[config.mk]
export PLATFORM = sky130hd
export DESIGN_NAME = fsg_gate
export DESIGN_NICKNAME = d
export VERILOG_FILES = /design/src/pkg/fsg_pkg.sv /design/src/core/fsg_sync.sv /design/src/core/fsg_timer.sv /design/src/core/fsg_gate.sv
export SDC_FILE = /design/constraint.sdc
export NUM_CORES = 1
export LEC_CHECK = 0
export BUFFER_PORTS_ARGS = -buffer_cell sky130_fd_sc_hd__buf_2
export CAP_MARGIN = 20
export CORE_ASPECT_RATIO = 0.9
export CORE_MARGIN = 2
export CORE_UTILIZATION = 55
export DETAILED_ROUTE_END_ITERATION = 8
export PLACE_DENSITY = 0.74
export SLEW_MARGIN = 20
export SYNTH_ARGS = -nofsm -noshare
export SYNTH_HDL_FRONTEND = slang
export SYNTH_SLANG_ARGS = --single-unit
[constraint.sdc]
create_clock -name clk_sys -period 8 [get_ports clk_sys]
set_clock_uncertainty 0.2 [all_clocks]
set_input_delay 0.8 -clock clk_sys [delete_from_list [all_inputs] [get_ports clk_sys]]
set_output_delay 0.8 -clock clk_sys [all_outputs]
set_load 0.02 [all_outputs]
[src/pkg/fsg_pkg.sv]
// shared constants, opcodes and types for the flash status and write gate
package fsg_pkg;

  // status byte field positions
  localparam int STS_BUSY    = 0;
  localparam int STS_WEL     = 1;
  localparam int STS_BP_LSB  = 2;
  localparam int STS_BP_MSB  = 5;
  localparam int STS_QE      = 6;
  localparam int STS_LOCK    = 7;
  localparam int NV_WIDTH    = 6;
  localparam logic [7:0] STATUS_RESET = 8'h00;
  localparam logic [5:0] NV_RESET     = 6'h00;

  // instruction codes
  localparam logic [7:0] OP_WRITE_ENABLE  = 8'h06;
  localparam logic [7:0] OP_WRITE_DISABLE = 8'h04;
  localparam logic [7:0] OP_STATUS_READ   = 8'h05;
  localparam logic [7:0] OP_STATUS_WRITE  = 8'h01;
  localparam logic [7:0] OP_PAGE_PROG     = 8'h02;
  localparam logic [7:0] OP_QUAD_PROG_A   = 8'h32;
  localparam logic [7:0] OP_QUAD_PROG_B   = 8'h38;
  localparam logic [7:0] OP_SECT_ERASE_A  = 8'hD7;
  localparam logic [7:0] OP_SECT_ERASE_B  = 8'h20;
  localparam logic [7:0] OP_HALF_ERASE    = 8'h52;
  localparam logic [7:0] OP_BLOCK_ERASE   = 8'hD8;
  localparam logic [7:0] OP_CHIP_ERASE_A  = 8'hC7;
  localparam logic [7:0] OP_CHIP_ERASE_B  = 8'h60;
  localparam logic [7:0] OP_FUNC_WRITE    = 8'h42;
  localparam logic [7:0] OP_INFO_ERASE    = 8'h64;
  localparam logic [7:0] OP_INFO_PROG     = 8'h62;

  // frame lengths in serial bits
  localparam logic [5:0] BITS_OPCODE = 6'd8;
  localparam logic [5:0] BITS_REGW   = 6'd16;
  localparam logic [5:0] BITS_ADDR   = 6'd32;
  localparam logic [5:0] BITS_PROG   = 6'd40;
  localparam logic [5:0] BITS_MAX    = 6'd63;

  // address map of the 64 KB blocks
  localparam int BLK_LSB    = 16;
  localparam int BLK_MSB    = 22;
  localparam int NUM_BLOCKS = 128;

  // internal write cycle time
  localparam int CLK_PERIOD_NS  = 10;
  localparam int WRITE_CYCLE_NS = 2000;
  localparam int WRITE_CYCLE_CYC = (WRITE_CYCLE_NS + CLK_PERIOD_NS - 1) / CLK_PERIOD_NS;

  typedef enum logic [1:0] {
    ST_IDLE = 2'b01,
    ST_BUSY = 2'b10
  } fsg_state_t;

endpackage : fsg_pkg

[src/core/fsg_sync.sv]
// three-stage pin synchroniser with agreement filter
`timescale 1ns/10ps
module fsg_sync #(
  parameter logic RST_VAL = 1'b0
) (
  input  wire logic clk_sys, // system clock
  input  wire logic rst,     // sync reset, active high
  input  wire logic pin_in,  // asynchronous pin level
  output logic      lvl_out  // filtered level
);
  logic s1_r;
  logic s2_r;
  logic s3_r;

  // first stage feeds only the second
  always_ff @(posedge clk_sys) begin
    if (rst) begin
      s1_r <= RST_VAL;
      s2_r <= RST_VAL;
      s3_r <= RST_VAL;
    end else begin
      s1_r <= pin_in;
      s2_r <= s1_r;
      s3_r <= s2_r;
    end
  end

  // a change counts once stages two and three agree
  always_ff @(posedge clk_sys) begin
    if (rst) begin
      lvl_out <= RST_VAL;
    end else if (s2_r == s3_r) begin
      lvl_out <= s3_r;
    end
  end
endmodule : fsg_sync

[src/core/fsg_timer.sv]
// internal write cycle timer, one-cycle done pulse at the end
`timescale 1ns/10ps
module fsg_timer #(
  parameter int CYCLES = 200
) (
  input  wire logic clk_sys, // system clock
  input  wire logic rst,     // sync reset, active high
  input  wire logic start,   // load and run
  output logic      done     // pulse when the cycle ends
);
  logic [31:0] cnt_r;

  if (CYCLES < 1) begin : g_chk
    $error("fsg_timer: CYCLES must be at least one");
  end

  // count down from load; start is never raised while running
  always_ff @(posedge clk_sys) begin
    if (rst) begin
      cnt_r <= 32'h0000_0000;
      done  <= 1'b0;
    end else if (start) begin
      cnt_r <= 32'(CYCLES);
      done  <= 1'b0;
    end else begin
      done  <= (cnt_r == 32'h0000_0001);
      if (cnt_r != 32'h0000_0000) begin
        cnt_r <= cnt_r - 32'h0000_0001;
      end
    end
  end
endmodule : fsg_timer

[src/core/fsg_gate.sv]
// serial flash status byte, write-enable latch and write gating
// Behaviour
// - busy flag in status bit 0, one during an internal cycle, zero idle
// - busy flag is read-only; status writes never change it
// - status write, program and erase are accepted only while not busy
// - write-enable latch in bit 1; zero inhibits gated operations
// - write-enable command sets the latch
// - write-disable command clears the latch
// - latch clears automatically when an internal cycle finishes
// - status-write data never alters the latch
// - page program and quad page program need the latch set
// - sector, half-block and block erase need the latch set
// - chip erase, status, function write, info row erase/program need the latch
// - protection, quad and lock bits kept and changed only by status write
// - all eight status bits are zero after reset
// - status-read command returns the whole status byte
// - bits two to five form the block protection level
// - bit six enables the quad data pins
// - bit seven is the status lock, working with the protect pin
// - lock set and protect pin low makes status write ignored
// - program or erase to a protected area is inhibited
// - status byte repeats on the output while chip select stays low
`timescale 1ns/10ps
module fsg_gate
  import fsg_pkg::*;
#(
  parameter int WRITE_CYC = WRITE_CYCLE_CYC
) (
  input  wire logic        clk_sys,       // system clock, 100 MHz
  input  wire logic        rst,           // sync reset, active high
  input  wire logic        sck_in,        // serial clock pin
  input  wire logic        cs_n_in,       // chip select pin, active low
  input  wire logic        si_in,         // serial data in pin
  input  wire logic        wp_n_in,       // write protect pin, active low
  output logic             so_o,          // serial data out
  output logic             so_oe_o,       // serial out enable
  output logic [7:0]       status_o,      // status byte copy
  output logic             quad_en_o,     // quad pins enabled
  output logic [3:0]       prot_level_o,  // block protection level
  output logic             op_start_o,    // internal cycle start pulse
  output logic [7:0]       op_code_o,     // opcode of running cycle
  output logic [23:0]      op_addr_o,     // address of running cycle
  output logic             op_done_o,     // internal cycle end pulse
  output logic             cmd_reject_o   // pulse for a gated command dropped by a clear latch
);

  //////////////////////////////////////////////////////////////////////
  // pin synchronisers
  logic sck_s;
  logic cs_n_s;
  logic si_s;
  logic wp_n_s;

  fsg_sync #(.RST_VAL(1'b0)) u_sync_sck (
    .clk_sys (clk_sys),
    .rst     (rst),
    .pin_in  (sck_in),
    .lvl_out (sck_s)
  );
  fsg_sync #(.RST_VAL(1'b1)) u_sync_cs (
    .clk_sys (clk_sys),
    .rst     (rst),
    .pin_in  (cs_n_in),
    .lvl_out (cs_n_s)
  );
  fsg_sync #(.RST_VAL(1'b0)) u_sync_si (
    .clk_sys (clk_sys),
    .rst     (rst),
    .pin_in  (si_in),
    .lvl_out (si_s)
  );
  fsg_sync #(.RST_VAL(1'b1)) u_sync_wp (
    .clk_sys (clk_sys),
    .rst     (rst),
    .pin_in  (wp_n_in),
    .lvl_out (wp_n_s)
  );

  //////////////////////////////////////////////////////////////////////
  // edge detection on the filtered levels
  logic sck_q_r;
  logic cs_q_r;
  logic sck_rise;
  logic sck_fall;
  logic cs_rise;

  always_ff @(posedge clk_sys) begin
    if (rst) begin
      sck_q_r <= 1'b0;
      cs_q_r  <= 1'b1;
    end else begin
      sck_q_r <= sck_s;
      cs_q_r  <= cs_n_s;
    end
  end

  // clock edges count only inside a frame
  assign sck_rise = sck_s & ~sck_q_r & ~cs_n_s;
  assign sck_fall = ~sck_s & sck_q_r & ~cs_n_s;
  assign cs_rise  = cs_n_s & ~cs_q_r;

  //////////////////////////////////////////////////////////////////////
  // serial receive: bit count, opcode, data and address
  logic [5:0]  bit_cnt_r;
  logic [31:0] shift_r;
  logic [7:0]  opcode_r;
  logic [7:0]  wdata_r;
  logic [23:0] addr_r;

  // counter saturates so long program frames stay recognisable
  always_ff @(posedge clk_sys) begin
    if (rst || cs_q_r) begin
      bit_cnt_r <= 6'd0;
    end else if (sck_rise && bit_cnt_r != BITS_MAX) begin
      bit_cnt_r <= bit_cnt_r + 6'd1;
    end
  end

  always_ff @(posedge clk_sys) begin
    if (rst) begin
      shift_r <= 32'h0000_0000;
    end else if (sck_rise) begin
      shift_r <= {shift_r[30:0], si_s};
    end
  end

  // capture fields at the bit that completes them
  always_ff @(posedge clk_sys) begin
    if (rst) begin
      opcode_r <= 8'h00;
      wdata_r  <= 8'h00;
      addr_r   <= 24'h00_0000;
    end else if (sck_rise) begin
      if (bit_cnt_r == BITS_OPCODE - 6'd1) begin
        opcode_r <= {shift_r[6:0], si_s};
      end
      if (bit_cnt_r == BITS_REGW - 6'd1) begin
        wdata_r <= {shift_r[6:0], si_s};
      end
      if (bit_cnt_r == BITS_ADDR - 6'd1) begin
        addr_r <= {shift_r[22:0], si_s};
      end
    end
  end

  //////////////////////////////////////////////////////////////////////
  // instruction classification
  logic is_prog;
  logic is_erase;
  logic is_chip;
  logic is_regw;
  logic is_info;
  logic is_gated;
  logic len_ok;

  assign is_prog  = (opcode_r == OP_PAGE_PROG) || (opcode_r == OP_QUAD_PROG_A) ||
                    (opcode_r == OP_QUAD_PROG_B);
  assign is_erase = (opcode_r == OP_SECT_ERASE_A) || (opcode_r == OP_SECT_ERASE_B) ||
                    (opcode_r == OP_HALF_ERASE) || (opcode_r == OP_BLOCK_ERASE);
  assign is_chip  = (opcode_r == OP_CHIP_ERASE_A) || (opcode_r == OP_CHIP_ERASE_B);
  assign is_regw  = (opcode_r == OP_STATUS_WRITE) || (opcode_r == OP_FUNC_WRITE);
  assign is_info  = (opcode_r == OP_INFO_ERASE) || (opcode_r == OP_INFO_PROG);
  assign is_gated = is_prog | is_erase | is_chip | is_regw | is_info;

  // frame must carry all fields of the instruction
  always_comb begin
    len_ok = 1'b0;
    if (is_prog || opcode_r == OP_INFO_PROG) begin
      len_ok = (bit_cnt_r >= BITS_PROG);
    end else if (is_erase || opcode_r == OP_INFO_ERASE) begin
      len_ok = (bit_cnt_r == BITS_ADDR);
    end else if (is_regw) begin
      len_ok = (bit_cnt_r == BITS_REGW);
    end else if (is_chip) begin
      len_ok = (bit_cnt_r == BITS_OPCODE);
    end
  end

  //////////////////////////////////////////////////////////////////////
  // block protection check
  logic [NV_WIDTH-1:0] nv_r;
  logic [3:0]          bp;
  logic                area_prot;

  assign bp = nv_r[STS_BP_MSB-2:STS_BP_LSB-2];

  // level selects blocks from the top of the array
  function automatic logic prot_hit(input logic [3:0] lvl, input logic [6:0] blk);
    int cnt;
    cnt = 0;
    if (lvl[3]) begin
      cnt = NUM_BLOCKS;
    end else if (lvl != 4'h0) begin
      cnt = 1 << (int'(lvl) - 1);
    end
    return int'(blk) >= (NUM_BLOCKS - cnt);
  endfunction : prot_hit

  // protected area inhibits program and erase
  always_comb begin
    area_prot = 1'b0;
    if (is_chip) begin
      area_prot = (bp != 4'h0);
    end else if (is_prog || is_erase) begin
      area_prot = prot_hit(bp, addr_r[BLK_MSB:BLK_LSB]);
    end
  end

  //////////////////////////////////////////////////////////////////////
  // command execution at frame end
  fsg_state_t state_r;
  logic       wel_r;
  logic       busy;
  logic       t_done;
  logic       end_ok;
  logic       status_write_cmd_lock;
  logic       go_start;
  logic       go_reject;
  logic       write_enable_cmd_hit;
  logic       write_disable_cmd_hit;
  logic       pend_status_write_cmd_r;
  logic [5:0] pend_nv_r;

  // busy flag is the machine's state
  assign busy = (state_r == ST_BUSY);
  // frames ending while busy are not executed
  assign end_ok = cs_rise && !busy;
  // lock with protect pin low blocks status write
  assign status_write_cmd_lock = (opcode_r == OP_STATUS_WRITE) && nv_r[STS_LOCK-2] && !wp_n_s;
  assign write_enable_cmd_hit = end_ok && (opcode_r == OP_WRITE_ENABLE) && (bit_cnt_r == BITS_OPCODE);
  assign write_disable_cmd_hit = end_ok && (opcode_r == OP_WRITE_DISABLE) && (bit_cnt_r == BITS_OPCODE);
  // gated command needs the latch set
  assign go_start  = end_ok && is_gated && len_ok && wel_r && !area_prot && !status_write_cmd_lock;
  assign go_reject = end_ok && is_gated && len_ok && !wel_r;

  // state machine: idle until a gated command starts a cycle
  always_ff @(posedge clk_sys) begin
    if (rst) begin
      state_r <= ST_IDLE;
    end else begin
      case (state_r)
        ST_IDLE: begin
          if (go_start) begin
            state_r <= ST_BUSY;
          end
        end
        ST_BUSY: begin
          if (t_done) begin
            state_r <= ST_IDLE;
          end
        end
        default: begin
          state_r <= ST_IDLE;
        end
      endcase
    end
  end

  fsg_timer #(.CYCLES(WRITE_CYC)) u_timer (
    .clk_sys (clk_sys),
    .rst     (rst),
    .start   (go_start),
    .done    (t_done)
  );

  // write-enable latch; status data never touches it
  always_ff @(posedge clk_sys) begin
    if (rst) begin
      wel_r <= 1'b0;
    end else if (write_enable_cmd_hit) begin
      wel_r <= 1'b1;
    end else if (write_disable_cmd_hit || (busy && t_done)) begin
      wel_r <= 1'b0;
    end
  end

  // stage the new non-volatile bits until the cycle ends
  always_ff @(posedge clk_sys) begin
    if (rst) begin
      pend_status_write_cmd_r <= 1'b0;
      pend_nv_r   <= NV_RESET;
    end else if (go_start) begin
      pend_status_write_cmd_r <= (opcode_r == OP_STATUS_WRITE);
      pend_nv_r   <= wdata_r[7:2];
    end else if (t_done) begin
      pend_status_write_cmd_r <= 1'b0;
    end
  end

  // non-volatile bits, written only by a finished status write
  always_ff @(posedge clk_sys) begin
    if (rst) begin
      nv_r <= NV_RESET;
    end else if (busy && t_done && pend_status_write_cmd_r) begin
      nv_r <= pend_nv_r;
    end
  end

  //////////////////////////////////////////////////////////////////////
  // status read shifting
  logic [7:0] status_live;
  logic       rd_act_r;
  logic [2:0] rd_idx_r;

  // low two bits come from state and latch only
  assign status_live = {nv_r, wel_r, busy};

  // status byte loops while chip select stays low
  always_ff @(posedge clk_sys) begin
    if (rst || cs_n_s) begin
      rd_act_r <= 1'b0;
      rd_idx_r <= 3'd7;
      so_o     <= 1'b0;
      so_oe_o  <= 1'b0;
    end else begin
      if (sck_rise && bit_cnt_r == BITS_OPCODE - 6'd1) begin
        rd_act_r <= ({shift_r[6:0], si_s} == OP_STATUS_READ);
      end
      if (sck_fall && rd_act_r) begin
        so_o     <= status_live[rd_idx_r];
        so_oe_o  <= 1'b1;
        rd_idx_r <= rd_idx_r - 3'd1;
      end
    end
  end

  //////////////////////////////////////////////////////////////////////
  // registered outputs toward the array side
  always_ff @(posedge clk_sys) begin
    if (rst) begin
      op_start_o   <= 1'b0;
      op_done_o    <= 1'b0;
      cmd_reject_o <= 1'b0;
      op_code_o    <= 8'h00;
      op_addr_o    <= 24'h00_0000;
    end else begin
      op_start_o   <= go_start;
      op_done_o    <= busy && t_done;
      cmd_reject_o <= go_reject;
      if (go_start) begin
        op_code_o <= opcode_r;
        op_addr_o <= addr_r;
      end
    end
  end

  // quad enable and protection level copies
  always_ff @(posedge clk_sys) begin
    if (rst) begin
      status_o     <= STATUS_RESET;
      quad_en_o    <= 1'b0;
      prot_level_o <= 4'h0;
    end else begin
      status_o     <= status_live;
      quad_en_o    <= nv_r[STS_QE-2];
      prot_level_o <= bp;
    end
  end

  //////////////////////////////////////////////////////////////////////
  // checks
  busy_start_a : assert property (@(posedge clk_sys) disable iff (rst)
    go_start |=> busy ##1 status_o[STS_BUSY])
    else $error("busy not raised after start");

  busy_ro_a : assert property (@(posedge clk_sys) disable iff (rst)
    $rose(busy) |-> $past(go_start))
    else $error("busy rose without a started cycle");

  start_idle_a : assert property (@(posedge clk_sys) disable iff (rst)
    $rose(op_start_o) |-> $past(state_r) == ST_IDLE)
    else $error("cycle started while busy");

  start_wel_a : assert property (@(posedge clk_sys) disable iff (rst)
    op_start_o |-> $past(wel_r))
    else $error("cycle started with latch clear");

  wel_set_a : assert property (@(posedge clk_sys) disable iff (rst)
    write_enable_cmd_hit |=> wel_r ##1 status_o[STS_WEL])
    else $error("write enable did not set latch");

  wel_clr_a : assert property (@(posedge clk_sys) disable iff (rst)
    write_disable_cmd_hit |=> !wel_r)
    else $error("write disable did not clear latch");

  wel_done_a : assert property (@(posedge clk_sys) disable iff (rst)
    op_done_o |-> !wel_r && !busy)
    else $error("latch or busy left set after cycle end");

  wel_source_a : assert property (@(posedge clk_sys) disable iff (rst)
    $rose(wel_r) |-> $past(write_enable_cmd_hit))
    else $error("latch set without write enable");

  nv_write_a : assert property (@(posedge clk_sys) disable iff (rst)
    $changed(nv_r) |-> $past(t_done && pend_status_write_cmd_r))
    else $error("protection bits changed outside status write");

  lock_hold_a : assert property (@(posedge clk_sys) disable iff (rst)
    (end_ok && status_write_cmd_lock) |=> !busy)
    else $error("locked status write started a cycle");

  chip_prot_a : assert property (@(posedge clk_sys) disable iff (rst)
    (go_start && is_chip) |-> bp == 4'h0)
    else $error("chip erase started under protection");

  reject_idle_a : assert property (@(posedge clk_sys) disable iff (rst)
    go_reject |=> cmd_reject_o && !busy)
    else $error("dropped command raised busy");

  cycle_len_c : cover property (@(posedge clk_sys) disable iff (rst)
    op_start_o ##[1:1000] op_done_o);
  status_rd_c : cover property (@(posedge clk_sys) disable iff (rst)
    rd_act_r && sck_fall);
  reject_c : cover property (@(posedge clk_sys) disable iff (rst)
    cmd_reject_o);

endmodule : fsg_gate

After elaboration in Yosys (flattened, before gate mapping):

Cells that the tools add are included.

* add/subtract/negate cells: 5
* magnitude comparators: 3
* equality and inequality tests: 32
* shifts and indexed selects: 1
* multiplexer cells: 21
* bitwise gates (word level): 13
* reduce and logical (&&, ||, !) cells: 47

Operators with widths (number)
* $mux 32: 4
* $eq 8x7->1 const B: 5
* $eq 32x1->1 const B: 1
* $ge 8x32->1: 1
* $reduce_bool 32->1: 1
* $shl 1x32->32 const A: 1
* $sub 32x1->32 const B: 1
* $sub 9x32->32 const A: 1
* $eq 8x3->1 const B: 3
* $eq 8x6->1 const B: 3
* $eq 8x8->1 const B: 3
* $logic_and 1x1->1: 18
* $mux 8: 2
* $logic_or 1x1->1: 14
* $eq 6x4->1 const B: 2
* $eq 6x5->1 const B: 2
* $mux 1: 11
* $eq 8x1->1 const B: 1
* $eq 8x2->1 const B: 1
* $reduce_and 2->1: 4
* $add 6x1->6 const B: 1
* $eq 6x3->1 const B: 1
* $eq 6x6->1 const B: 1
* $ge 6x6->1 const B: 1
* 19 further kinds: 39

* register bits: 190
* input port bits: 6
* output and inout bits: 50
* word-level logic and storage cells: 165

Depth between registers and ports, before layout:

* depth after elaboration: 16
* gate-level depth with buffers: 22
* mapped depth without buffers: 19

By module:

From an unflattened synthesis, not the netlist that was laid out.

* cell total of the unflattened synthesis: 942
* area, all modules: 8047.7 um^2

Modules (own cells, without submodules)
* fsg_gate: times used 1, cells each 699, area an instance 5828.1 um^2, seq. area each 2682.6 um^2
* fsg_timer: times used 1, cells each 203, area an instance 1764.2 um^2, seq. area each 660.6 um^2
* fsg_sync (u_sync_cs ...): times used 2, cells each 10, area an instance 115.1 um^2, seq. area each 80.1 um^2
* fsg_sync (u_sync_sck ...): times used 2, cells each 10, area an instance 112.6 um^2, seq. area each 80.1 um^2

Worst setup path before layout:

OpenSTA, ideal clock, no wires.

* path type: reg-to-reg
* from: reg nv_r[0]
* to: reg u_timer.done
* library setup time: 0.090 ns
* data arrival time: 3.801 ns
* setup slack: 3.909 ns
* cell stages (with the launch flop): 21
* buffers on the path: 3
* clock period less this slack: 4.091 ns
* path through: dfxtp_1 clkbuf_1 inv_1 ha_1 nor2_1 o21ai_0 a21o_1 nor2_1 nand3_1 ha_1 nor2_1 mux2i_1 o32ai_1 ha_1 o2111ai_1 o21a_1 a221o_1 o211a_1 buf_6 buf_12 nor4_4

* cells in the longest elaborated chain, start to end: 14
* elaborated cells between the ends (all ways): 15

RTL lines
* start, declared: RTL line fsg_gate.sv:181 `logic [NV_WIDTH-1:0] nv_r;`
* start signal, assigned: RTL line fsg_gate.sv:295 `nv_r <= pend_nv_r;`
* $sub 4x1->5: RTL line fsg_gate.sv:194 `cnt = 1 << (int'(lvl) - 1);`
* $shl 1x32->32: RTL line fsg_gate.sv:194
* $mux 32: RTL line fsg_gate.sv:193 `end else if (lvl != 4'h0) begin`
* $mux 32: RTL line fsg_gate.sv:191 `if (lvl[3]) begin`
* $mux 32: RTL line fsg_gate.sv:204 `end else if (is_prog || is_erase) begin`
* $mux 32: RTL line fsg_gate.sv:202 `if (is_chip) begin`
* $sub 9x32->32: RTL line fsg_gate.sv:196 `return int'(blk) >= (NUM_BLOCKS - cnt);`
* $ge 8x32->1: RTL line fsg_gate.sv:196
* $mux 1: RTL line fsg_gate.sv:204
* $mux 1 *: RTL line fsg_gate.sv:202
* $logic_not 1->1 *: RTL line fsg_gate.sv:233 `assign go_start = end_ok && is_gated && len_ok && wel_r && !area_prot && !status_write_cmd_lock;`
* $logic_and 1x1->1 * (2 in series): RTL line fsg_gate.sv:233
* $reduce_or 2->1 (no source line) *
* end signal, assigned: RTL line fsg_timer.sv:26 `done <= (cnt_r == 32'h0000_0001);`
* end, declared: RTL line fsg_timer.sv:9 `output logic done`

Every way passes the cells marked *; elsewhere a longest branch is shown, timed or not. The select of a mux whose other input is x is not followed.
A chain may end at the register's enable or synchronous reset.

Worst setup path after layout:

* from: reg nv_r[0]
* to: reg op_addr_o[6]

* cells in the longest elaborated chain, start to end: 13
* elaborated cells between the ends (all ways): 14

RTL lines
* $sub 4x1->5: RTL line fsg_gate.sv:194
* $shl 1x32->32: RTL line fsg_gate.sv:194
* $mux 32: RTL line fsg_gate.sv:193
* $mux 32: RTL line fsg_gate.sv:191
* $mux 32: RTL line fsg_gate.sv:204
* $mux 32: RTL line fsg_gate.sv:202
* $sub 9x32->32: RTL line fsg_gate.sv:196
* $ge 8x32->1: RTL line fsg_gate.sv:196
* $mux 1: RTL line fsg_gate.sv:204
* $mux 1 *: RTL line fsg_gate.sv:202
* $logic_not 1->1 *: RTL line fsg_gate.sv:233
* $logic_and 1x1->1 * (2 in series): RTL line fsg_gate.sv:233
* end signal, assigned: RTL line fsg_gate.sv:342 `op_addr_o <= addr_r;`
* end, declared: RTL line fsg_gate.sv:42 `output logic [23:0] op_addr_o,`

Marks and branches as above.

==> reports/metrics.csv <==
stage,metric,value,unit
detailed_routing,Post-Route WL,16100,µm
clocking,CTS root buf,clkbuf_16,
clocking,CTS max path bufs,2,
detailed_routing,Initial DRT Pass Iterations,5,
worst_setup_path,R2R setup slack,3.26,ns
worst_setup_path,"Data arrival, critical path",4.89,ns
finish,Area Overhead vs Synth,10.1,%
logic_synthesis,top cell type by total area after synthesis,dfxtp_1,
logic_synthesis,register area share after synthesis,45.5,%
logic_synthesis,Yosys cell types,68,
power_and_ir_drop,Lkg Pwr,3.20,nW
finish,n_diodes,0,
logic_synthesis,"EDFF count, synth",0,
worst_setup_path,CP top delay family,compound AO/OA/AOI/OAI gates,
global_routing,met1 GRT Util,30.3,%
worst_setup_path,Worst path max stage delay,0.51,ns
detailed_routing,drt drc,0,
run,# Max-Cap Violations,0,
sta,fin crit period,4.74,ns
worst_hold_path,min-delay src,u_sync_wp.s1_r,
detailed_routing,via/cell ratio,5.42,
global_routing,Top Usage Layer GRT,met2,
global_routing,global-route wire length before repair,27500,µm
floorplan,Starting Density,56.9,%
worst_setup_path,CP required,8.16,ns
placed_design,hpwl dp,10300,µm
worst_setup_path,"Slowest-stage cell, CP",dfxtp_1,
placed_design,port bufs,55,
clocking,CTS Sinks,183,
worst_setup_path,crit path kind,flop to flop,
detailed_routing,WL/cell,14.4,µm
global_routing,global routing usage on met3,5.70,%
clocking,CTS buffer count,17,
floorplan,Cell Rows,41,
worst_setup_path,WP buf/inv,2,
clocking,post-cts resize count,0,
floorplan,die width,132,µm
placed_design,pre-CTS WS,2.93,ns
global_routing,initial antenna violation count,0,
detailed_routing,drt initial violations,486,
outcome,status,finished clean,
clocking,total setup buffers inserted after CTS,0,
sta,crit share post-route,59.2,%
worst_hold_path,HP Class,flop to flop,
logic_synthesis,"FF+latch count, synth",183,
sta,Peak Freq,211,MHz
global_routing,GRT Total Usage,21.6,%
clocking,# H-tree levels,4,
finish,"most common cell after layout, fill and taps aside",dfxtp_1,
sta,actual slew at the worst max-slew pin,1.07,ns
clocking,clock slew at reported path FFs,0.06,ns
global_routing,pin count of the biggest net entering global routing,114,
logic_synthesis,fraction of registers with async set/reset,0,%
floorplan,Die ar.,15600,µm²
worst_setup_path,CP cell instances,"inv_1, ha_1, nor2_1, o21ai_0, a21o_1, nor2_1, nand3_1, ha_1, nor2_1, mux2i_1, o32ai_1, ha_1, a21oi_1, o21a_1, a221o_1, o211a_4, buf_16, mux2i_1",
sta,Final Max Tran Viols,0,
finish,share of cells above drive strength 1,11.7,%
logic_synthesis,Post-Syn Nets,918,
power_and_ir_drop,pwr dens,280,nW/µm²
power_and_ir_drop,Peak VDD IR,0.185,mV
worst_setup_path,Reg2Reg Capture Point,op_addr_o[6],
worst_hold_path,Worst Hold Path Cells,1,
worst_setup_path,crit path max fanout,50,
worst_setup_path,CP endpoint kind,flop,
sta,unrepaired setup endpoints after global routing,false,
logic_synthesis,Syn Area/Cell,8.98,µm²
detailed_routing,vias,6063,
finish,"commonest cells after routing, fill and taps aside","dfxtp_1 (183), nand2_1 (116), nand2b_1 (88)",
placed_design,gpl congestion,0.858,
logic_synthesis,top-area cell type share of the netlist area,45.5,%
sta,setup TNS,0,ns
clocking,hold buffers post-CTS,0,
floorplan,core box area,14200,µm²
finish,layout net count,934,
logic_synthesis,Synth Flop Type,dfxtp_1,
logic_synthesis,cell area after synthesis,8060,µm²
global_routing,number of global-route vias before repair,5551,
sta,Setup Viol. Count Final,0,
global_routing,met2 Usage GRT,32.4,%
floorplan,io pins,56,
sta,relative slew slack,28.9,%
worst_setup_path,FF-to-FF path depth,18,
global_routing,grt ovf,0,
logic_synthesis,Yosys warnings,0,
logic_synthesis,Syn Inst Count,897,
logic_synthesis,largest cells by area after synthesis,"dfxtp_1 (45%), mux2i_1 (7.5%), nand2b_1 (6.8%)",
worst_setup_path,CP Launch Type,flop,
clocking,CTS tree,done,
clocking,clk_lat worst skew,0.42,ns
detailed_routing,DRT antenna net count,0,
worst_hold_path,Hold Path End,u_sync_wp.s2_r,
sta,Final WS setup,3.26,ns
sta,Final Hold Fails,0,
floorplan,die height,119,µm
worst_setup_path,Worst R2R Start,nv_r[0],
## power by group
group	total [W]	switching, W	internal, W
Clock	0.000809	0.000336	0.000473
Sequential	0.00106	0.0000707	0.000986
Combinational	0.000622	0.000367	0.000256
## area by class of cell
type	count	area (µm²)
fill	1241	5280
multi-input combinational	636	4010
sequential	183	3660
clock buffer	22	464
timing repair buffer	59	332
tap	193	241
clock inverter	9	101
inverter	16	60.1
## layer usage
metal	wire, µm	share of wire (%)	up-vias
met5	0	0	-
met4	281	1.7	0
met3	711	4.4	20
met2	7090	44	125
met1	8060	50	2834
li1	-	-	3084
## cell families after synthesis
| group | Yosys count | share of synthesized area, % |
|---|---|---|
| buffers and inverters | 78 | 4.98 |
| adders and majority gates | 15 | 2.33 |
| DFF | 183 | 45.5 |
| AOI/OAI and AO/OA | 109 | 8.07 |
| muxes | 63 | 8.15 |
| xor gates and xnor gates | 36 | 3.91 |
| and+or+nand+nor | 413 | 27.1 |
## how the worst max path moves through the flow
stage,slack [ns],start,depth (start not counted),to
final,3.26,nv_r[0],18,op_addr_o[6]
after global routing,2.81,nv_r[0],18,op_addr_o[23]
after detailed placement,2.93,nv_r[0],17,pend_status_write_cmd_r
after floorplan,3.91,nv_r[0],20,u_timer.done
after CTS,2.91,nv_r[0],17,pend_status_write_cmd_r
after global placement,3.14,nv_r[0],17,pend_status_write_cmd_r
## metrics by stage
| step | total power (W) | hold WS (ns) | cells | cell area [µm²] | util (%) |
|---|---|---|---|---|---|
| finish | 0.00249 | 0.224 | 1118 | 8870 | 62.7 |
| global placement | 0.00168 | 0.206 | 1086 | 8280 | 58.5 |
| CTS | 0.00250 | 0.231 | 1117 | 8850 | 62.5 |
| floorplan | 0.00159 | 0.189 | 897 | 8060 | - |
| detailed placement | 0.00169 | 0.208 | 1086 | 8280 | 58.5 |
| global route | 0.00263 | 0.243 | 1118 | 8870 | 62.7 |
## sequential cells by signal (all words and copies together) (netlist names), 2 cells and up
signal         flops
rd_idx_r           3
opcode_r           8
addr_r            24
u_timer.cnt_r     32
nv_r               6
state_r            2
bit_cnt_r          6
pend_nv_r          6
op_code_o          8
wdata_r            6
status_o           8
op_addr_o         24
shift_r           23
## Yosys cell counts (all sizes together), types with 3 or more instances
library cell,n
dfxtp,183
nand2,116
nand2b,88
a21oi,68
mux2i,60
nor2,57
nor3,44
clkbuf,35
buf,27
nor2b,21
xor2,19
xnor2,17
inv,16
ha,15
nand3,15
nor4,15
nand4,11
o21ai,10
or2,9
or3,8
nor4b,5
o21bai,4
a21o,3
a31oi,3
and3,3
nor3b,3
or4,3
Note: power is estimated with default switching activity, not from simulation.
